### src/udu_defines.svh
// Constants for the unsigned divide, increment/decrement and AND unit.
`ifndef UDU_DEFINES_SVH
`define UDU_DEFINES_SVH
`define UDU_WORD_W 16
`define UDU_QUOT_LIMIT 16'hFFFF
`define UDU_ZERO_WORD 16'h0000
`define UDU_DIV_STEPS 5'h10
`define UDU_DIV32_STEPS 6'h20
`endif

### src/udu_pkg.sv
// Types for the unsigned divide, increment/decrement and AND unit.
package udu_pkg;
	typedef enum logic [2:0] {
		UDU_OP_UDIV,
		UDU_OP_DDIV,
		UDU_OP_INC,
		UDU_OP_DEC,
		UDU_OP_AND,
		UDU_OP_NONE
	} udu_op_t;
	typedef enum logic [1:0] {
		UDU_IDLE,
		UDU_DIVIDE,
		UDU_FINISH
	} udu_state_t;
	typedef struct packed {
		udu_op_t op;
		logic [15:0] word_a;
		logic [15:0] word_a_hi;
		logic [15:0] word_b;
		logic dest_is_index;
	} udu_req_t;
	typedef struct packed {
		logic [15:0] data_c;
		logic [15:0] data_c1;
		logic [15:0] data_a;
		logic wr_c;
		logic wr_c1;
		logic wr_a;
		logic out_cond;
	} udu_res_t;
	typedef struct packed {
		udu_state_t st;
		udu_op_t op;
		logic [31:0] quo;
		logic [16:0] rem;
		logic [15:0] dvs;
		logic [5:0] cnt;
		logic index_dst;
		udu_res_t res;
		logic done;
		logic busy;
		logic err;
	} udu_regs_t;
endpackage

### src/udu_unit.sv
// Execution unit for unsigned division, wrapping increment/decrement and bitwise AND.
// Summary of operation
// - Input on: A divided by B unsigned; quotient to C, remainder to C+1, output on.
// - Zero divisor: no writes, output off, error flag set.
// - Error flag is sticky; cleared only by explicit program reset request or by the resetn_in hardware reset.
// - Single-word divide into third index register keeps quotient, drops remainder.
// - Division words are all unsigned, never sign extended.
// - Input on: 32-bit A+1:A divided by B; quotient C, remainder C+1.
// - Quotient over 65535: write 65535 and 0, set error, output on.
// - Input on: increment writes A+1 back to A, output on.
// - Increment wraps 32767 to -32768.
// - Input on: decrement writes A-1 back to A, output on.
// - Decrement wraps -32768 to 32767.
// - Input on: C gets A AND B, output on.
// - Double word: higher-numbered word is upper half, lower-numbered word lower half.
`timescale 1ns/1ns
`include "udu_defines.svh"
module udu_unit (
	input wire logic clk_in,
	input wire logic resetn_in,
	input wire logic start_in,
	input wire logic input_cond_in,
	input wire udu_pkg::udu_req_t req_in,
	input wire logic error_flag_reset_in,
	output udu_pkg::udu_res_t res_out,
	output logic done_out,
	output logic busy_out,
	output logic instruction_error_flag_out
);
	udu_pkg::udu_regs_t s_r;
	udu_pkg::udu_regs_t s_nxt;
	logic [16:0] trial;
	logic [31:0] sum_a;
	logic err_raise;
	assign sum_a = {req_in.word_a_hi, req_in.word_a};
	// Restoring division, one quotient bit per clock, so no wide divider sits in one cycle.
	always_comb begin
		s_nxt = s_r;
		s_nxt.done = 1'b0;
		err_raise = 1'b0;
		trial = {s_r.rem[15:0], s_r.quo[31]} - {1'b0, s_r.dvs};
		unique case (s_r.st)
			udu_pkg::UDU_IDLE: begin
				if (start_in) begin
					s_nxt.res = '0;
					s_nxt.op = req_in.op;
					s_nxt.dvs = req_in.word_b;
					s_nxt.index_dst = req_in.dest_is_index;
					s_nxt.rem = '0;
					if (!input_cond_in) begin
						s_nxt.done = 1'b1;
					end else begin
						unique case (req_in.op)
							udu_pkg::UDU_OP_UDIV, udu_pkg::UDU_OP_DDIV: begin
								if (req_in.word_b == `UDU_ZERO_WORD) begin
									err_raise = 1'b1;
									s_nxt.done = 1'b1;
								end else begin
									s_nxt.st = udu_pkg::UDU_DIVIDE;
									s_nxt.busy = 1'b1;
									if (req_in.op == udu_pkg::UDU_OP_UDIV) begin
										s_nxt.quo = {req_in.word_a, `UDU_ZERO_WORD};
										s_nxt.cnt = {1'b0, `UDU_DIV_STEPS};
									end else begin
										s_nxt.quo = sum_a;
										s_nxt.cnt = `UDU_DIV32_STEPS;
									end
								end
							end
							udu_pkg::UDU_OP_INC: begin
								s_nxt.res.data_a = req_in.word_a + 16'h0001;
								s_nxt.res.wr_a = 1'b1;
								s_nxt.res.out_cond = 1'b1;
								s_nxt.done = 1'b1;
							end
							udu_pkg::UDU_OP_DEC: begin
								s_nxt.res.data_a = req_in.word_a - 16'h0001;
								s_nxt.res.wr_a = 1'b1;
								s_nxt.res.out_cond = 1'b1;
								s_nxt.done = 1'b1;
							end
							udu_pkg::UDU_OP_AND: begin
								s_nxt.res.data_c = req_in.word_a & req_in.word_b;
								s_nxt.res.wr_c = 1'b1;
								s_nxt.res.out_cond = 1'b1;
								s_nxt.done = 1'b1;
							end
							default: begin
								s_nxt.done = 1'b1;
							end
						endcase
					end
				end
			end
			udu_pkg::UDU_DIVIDE: begin
				if (s_r.rem[16] || !trial[16]) begin
					s_nxt.rem = {1'b0, trial[15:0]};
					s_nxt.quo = {s_r.quo[30:0], 1'b1};
				end else begin
					s_nxt.rem = {s_r.rem[15:0], s_r.quo[31]};
					s_nxt.quo = {s_r.quo[30:0], 1'b0};
				end
				s_nxt.cnt = s_r.cnt - 6'h01;
				if (s_r.cnt == 6'h01) begin
					s_nxt.st = udu_pkg::UDU_FINISH;
				end
			end
			udu_pkg::UDU_FINISH: begin
				s_nxt.st = udu_pkg::UDU_IDLE;
				s_nxt.busy = 1'b0;
				s_nxt.done = 1'b1;
				s_nxt.res.out_cond = 1'b1;
				s_nxt.res.wr_c = 1'b1;
				s_nxt.res.wr_c1 = !(s_r.op == udu_pkg::UDU_OP_UDIV && s_r.index_dst);
				if (s_r.op == udu_pkg::UDU_OP_DDIV && s_r.quo[31:16] != `UDU_ZERO_WORD) begin
					s_nxt.res.data_c = `UDU_QUOT_LIMIT;
					s_nxt.res.data_c1 = `UDU_ZERO_WORD;
					err_raise = 1'b1;
				end else begin
					s_nxt.res.data_c = s_r.quo[15:0];
					s_nxt.res.data_c1 = s_r.rem[15:0];
				end
			end
			default: begin
				s_nxt.st = udu_pkg::UDU_IDLE;
			end
		endcase
		// The clear loses to a same-cycle raise so no error event is dropped.
		s_nxt.err = err_raise || (s_r.err && !error_flag_reset_in);
	end
	always_ff @(posedge clk_in or negedge resetn_in) begin
		if (!resetn_in) begin
			s_r <= '0;
		end else begin
			s_r <= s_nxt;
		end
	end
	assign res_out = s_r.res;
	assign done_out = s_r.done;
	assign busy_out = s_r.busy;
	assign instruction_error_flag_out = s_r.err;
endmodule // udu_unit

### config.mk
export PLATFORM = sky130hd
export DESIGN_NAME = udu_unit
export DESIGN_NICKNAME = d
export VERILOG_FILES = /design/src/udu_pkg.sv /design/src/udu_unit.sv
export VERILOG_INCLUDE_DIRS = /design/src
export SDC_FILE = /design/constraint.sdc
export NUM_CORES = 1
export LEC_CHECK = 0
export ABC_AREA = 1
export BUFFER_PORTS_ARGS = -buffer_cell sky130_fd_sc_hd__clkbuf_2
export CORE_MARGIN = 1
export CORE_UTILIZATION = 60
export CTS_BUF_LIST = sky130_fd_sc_hd__clkbuf_4 sky130_fd_sc_hd__clkbuf_8
export CTS_CLUSTER_DIAMETER = 200
export DETAILED_ROUTE_END_ITERATION = 12
export PLACE_DENSITY = 0.9
export RECOVER_POWER = 50
export SETUP_SLACK_MARGIN = 0.4
export SYNTH_ARGS = -nofsm -noshare
export SYNTH_HDL_FRONTEND = slang
export SYNTH_SLANG_ARGS = --single-unit
### constraint.sdc
create_clock -name clk_in -period 2.7 [get_ports clk_in]
set_input_delay 0.27 -clock clk_in [delete_from_list [all_inputs] [get_ports clk_in]]
set_output_delay 0.27 -clock clk_in [all_outputs]
set_load 0.05 [all_outputs]
==> flow_metrics.py <==
metrics = {
    "floorplanning": {
        "io_pins": 112,
        "placementRows": 42,
        "start_util_pct": 62.1,
        "die_x_um": 120,
        "die_area_mm2": 0.0143,
        "coreArea_mm2": 0.0133,
        "fp.dieH_um": 120,
    },
    "pwr": {
        "peakVddDrop_uv": 381,
        "p_total_mw": 4.08,
        "p_leak_nw": 4.72,
        "powerDensity_mw_per_mm2": 448,
    },
    "critical_path": {
        "crit_top_cell": "nand4_1",
        "critPathKind": "flop to flop",
        "cp_max_fo": 17,
        "r2r_setup_slack_ns": 0.45,
        "cp.arrival_ns": 2.52,
        "cp-startpoint": "s_r[126]",
        "critPathMaxStageDelay_ns": 0.61,
        "critPathRequiredTime_ns": 2.97,
        "r2r_cells": 5,
        "rr_startpoint": "s_r[126]",
        "reg2reg_to": "instruction_error_flag_out",
        "crit_path_start_kind": "flop",
        "crit_path_end": "instruction_error_flag_out",
        "crit_path_end_kind": "flop",
        "slowest_stage": "nand4_1",
        "cp_cell_sequence": "buf_4, nor4_1, nand4_1, nand4_1, o221ai_1",
    },
    "timing": {
        "rsz0062_at_grt": "true",
        "finalCriticalPeriod_ns": 2.25,
        "fmax_mhz": 445,
        "hold_viol": 0,
        "fin_worst_skew_ns": 0.0168,
        "relSlewSlack_pct": -15.7,
        "min_period_over_period_pct": 83.3,
        "tns_ns": 0,
        "tightest_slew_ns": 1.74,
        "finalMaxSlewViolations": 67,
        "setup_violations": 0,
        "layout_setup_ws_ns": 0.451,
    },
    "grt": {
        "antenna_found_initial": 0,
        "grt_max_degree": 68,
        "grtUsageTotal_pct": 32.9,
        "grt_pass1_wl_um": 37000,
        "globalRoute.totalOverflow": 0,
        "grt_pass1_vias": 7752,
    },
    "yosys": {
        "yosys_most_used_dff": "dfrtp_1",
        "syn_nets": 1212,
        "synth-edff-count": 0,
        "syn_avg_cell_area_um2": 7.31,
        "async_flop_share_pct": 100,
        "netlist_area_mm2": 0.00829,
        "yosys_warnings": 0,
        "seq_area_frac_synth_pct": 39.8,
        "yosysUniqueCellTypes": 42,
        "syn_inst": 1135,
        "synth-seq-cells": 132,
    },
    "clocking": {
        "clock_latency_ns": 0.46,
        "htree_levels": 4,
        "clk_pin_slew_ns": 0.08,
        "tritoncts": "done",
        "cts-root-buf": "clkbuf_8",
        "clockBufferDepth": 2,
        "clock_sinks": 132,
        "cts_buffers": 17,
    },
    "finish": {
        "final_cell_mix": "nand2_1 (326), inv_1 (149), dfrtp_1 (131)",
        "antenna_cells": 0,
        "final_nets": 1265,
        "drive_gt1_share_pct": 15.1,
        "final_common_cell": "nand2_1",
        "area.growth.synth_to_final_pct": 9.78,
    },
    "place": {
        "hpwl_um": 16300,
        "gp_congestion": 0.969,
        "place_ws_ns": 0.341,
        "port_buffers": 111,
    },
    "drt": {
        "via_per_inst": 5.89,
        "drt_iter0_markers": 933,
        "route.vias.total": 8113,
        "drtAntennaViolNets": 0,
        "drc": 0,
        "routed_wl_um": 22800,
        "routedWlPerCell_um": 16.6,
        "dr.pass1.iters": 7,
    },
    "job": {
        "max_cap_violations": 1,
    },
    "run_status": {
        "violations": "capacitance limit, slew limit",
        "status": "finished with violations",
    },
    "worst_hold_path": {
        "holdCritPathClass": "input port to flop",
    },
}
## per-layer routing
layer  track usage (%)  vias up  part of all wire [%]
met5                 0        -                     0
met4              17.4        0                   5.0
met3              7.32       98                   9.4
met2              54.6      510                    48
met1              40.2     3725                    38
li1                  -     3780                     -
## synth_stat cells (3+ instances only)
cell / n / area, um^2
nand3_1: 95 / 475
buf_4: 55 / 413
a21oi_1: 23 / 115
nand2_2: 16 / 100
xnor2_1: 6 / 52.6
nor3_1: 3 / 15.0
clkbuf_1: 31 / 116
buf_2: 8 / 40.0
nand4_1: 38 / 238
o21ai_0: 73 / 365
nand3b_1: 5 / 37.5
nand2_1: 328 / 1230
a41o_1: 3 / 30.0
inv_1: 149 / 559
nor2_1: 45 / 169
dfrtp_1: 132 / 3300
ha_1: 19 / 238
a22oi_1: 16 / 120
xor2_1: 6 / 52.6
clkinv_1: 3 / 11.3
nor2_2: 3 / 18.8
o21bai_1: 3 / 22.5
o22ai_1: 24 / 150
nor4_1: 5 / 31.3
a41oi_1: 8 / 70.1
o211ai_1: 16 / 120
## cell type report
type	count	area, um^2
well taps	176	220
inverters	154	578
clock buffers	24	305
flip-flops and latches	132	3300
multi-input cells	753	3880
clock inverters	8	124
repair buffers	130	691
fillers	1144	4240
## critical path, delay by kind of cell, from the launching register on
| family | cells | cell delay (ns) |
|---|---|---|
| AND/OR/NAND/NOR | 3 | 1.24 |
| flip-flops | 1 | 0.39 |
| AO/OA/AOI/OAI | 1 | 0.29 |
| buffers and inverters | 1 | 0.14 |
## state kept, by name, summed over array words and instances (netlist names)
register and cells:
busy_out 1, done_out 1, instruction_error_flag_out 1, res_out 52
s_r 77
## logic make-up (layout without fill, tap and decap cells)
group	after synthesis	in the layout	synth area share, %
AO/OA/AOI/OAI	174	174	12.7
XOR/XNOR	12	12	1.27
adder cells (fa/ha/maj)	20	20	3.11
buffers and inverters	251	316	14.1
flip-flops	132	132	39.8
AND/OR/NAND/NOR	546	547	29.0
## worst min-delay path by stage
stage | depth (start not counted) | start | slack [ns] | endpoint
after floorplan | 0 | resetn_in | -0.03 | busy_out
after global routing | 3 | req_in[0] | 0.05 | s_r[55]
after global placement | 1 | resetn_in | 0.31 | s_r[68]
final | 3 | req_in[0] | 0.05 | s_r[55]
after CTS | 3 | req_in[0] | 0.03 | s_r[55]
after detailed placement | 1 | resetn_in | 0.32 | s_r[68]
## where the power goes
group | leakage, nW | switching (mW) | total [mW] | internal (mW)
combinational | 3.00 | 0.199 | 0.279 | 0.0805
sequential | 1.51 | 0.0000000000000000456 | 1.98 | 1.98
clock | 0.217 | 0.795 | 1.82 | 1.03
## through the flow
stage               cell area (um^2)  hold slack [ns]  utilization [%]  std cells
finish                          9100           0.0533             68.2       1377
global route                    9100           0.0535             68.2       1377
CTS                             9090           0.0320             68.1       1375
detailed placement              8620            0.316             64.5       1340
global placement                8620            0.315             64.5       1340
floorplan                       8290          -0.0256                -       1135
## repair_timing
action | in CTS | in global routing
hold buffers | 1 | 0
setup endpoints to repair | 17 | 34
setup buffers | 1 | 2
pin swaps | 1 | 1
cloned | 1 | 0
endpoints found under the hold margin | 65 | 0
gates resized for setup | 3 | 12
Note: power is estimated with default switching activity, not from simulation.
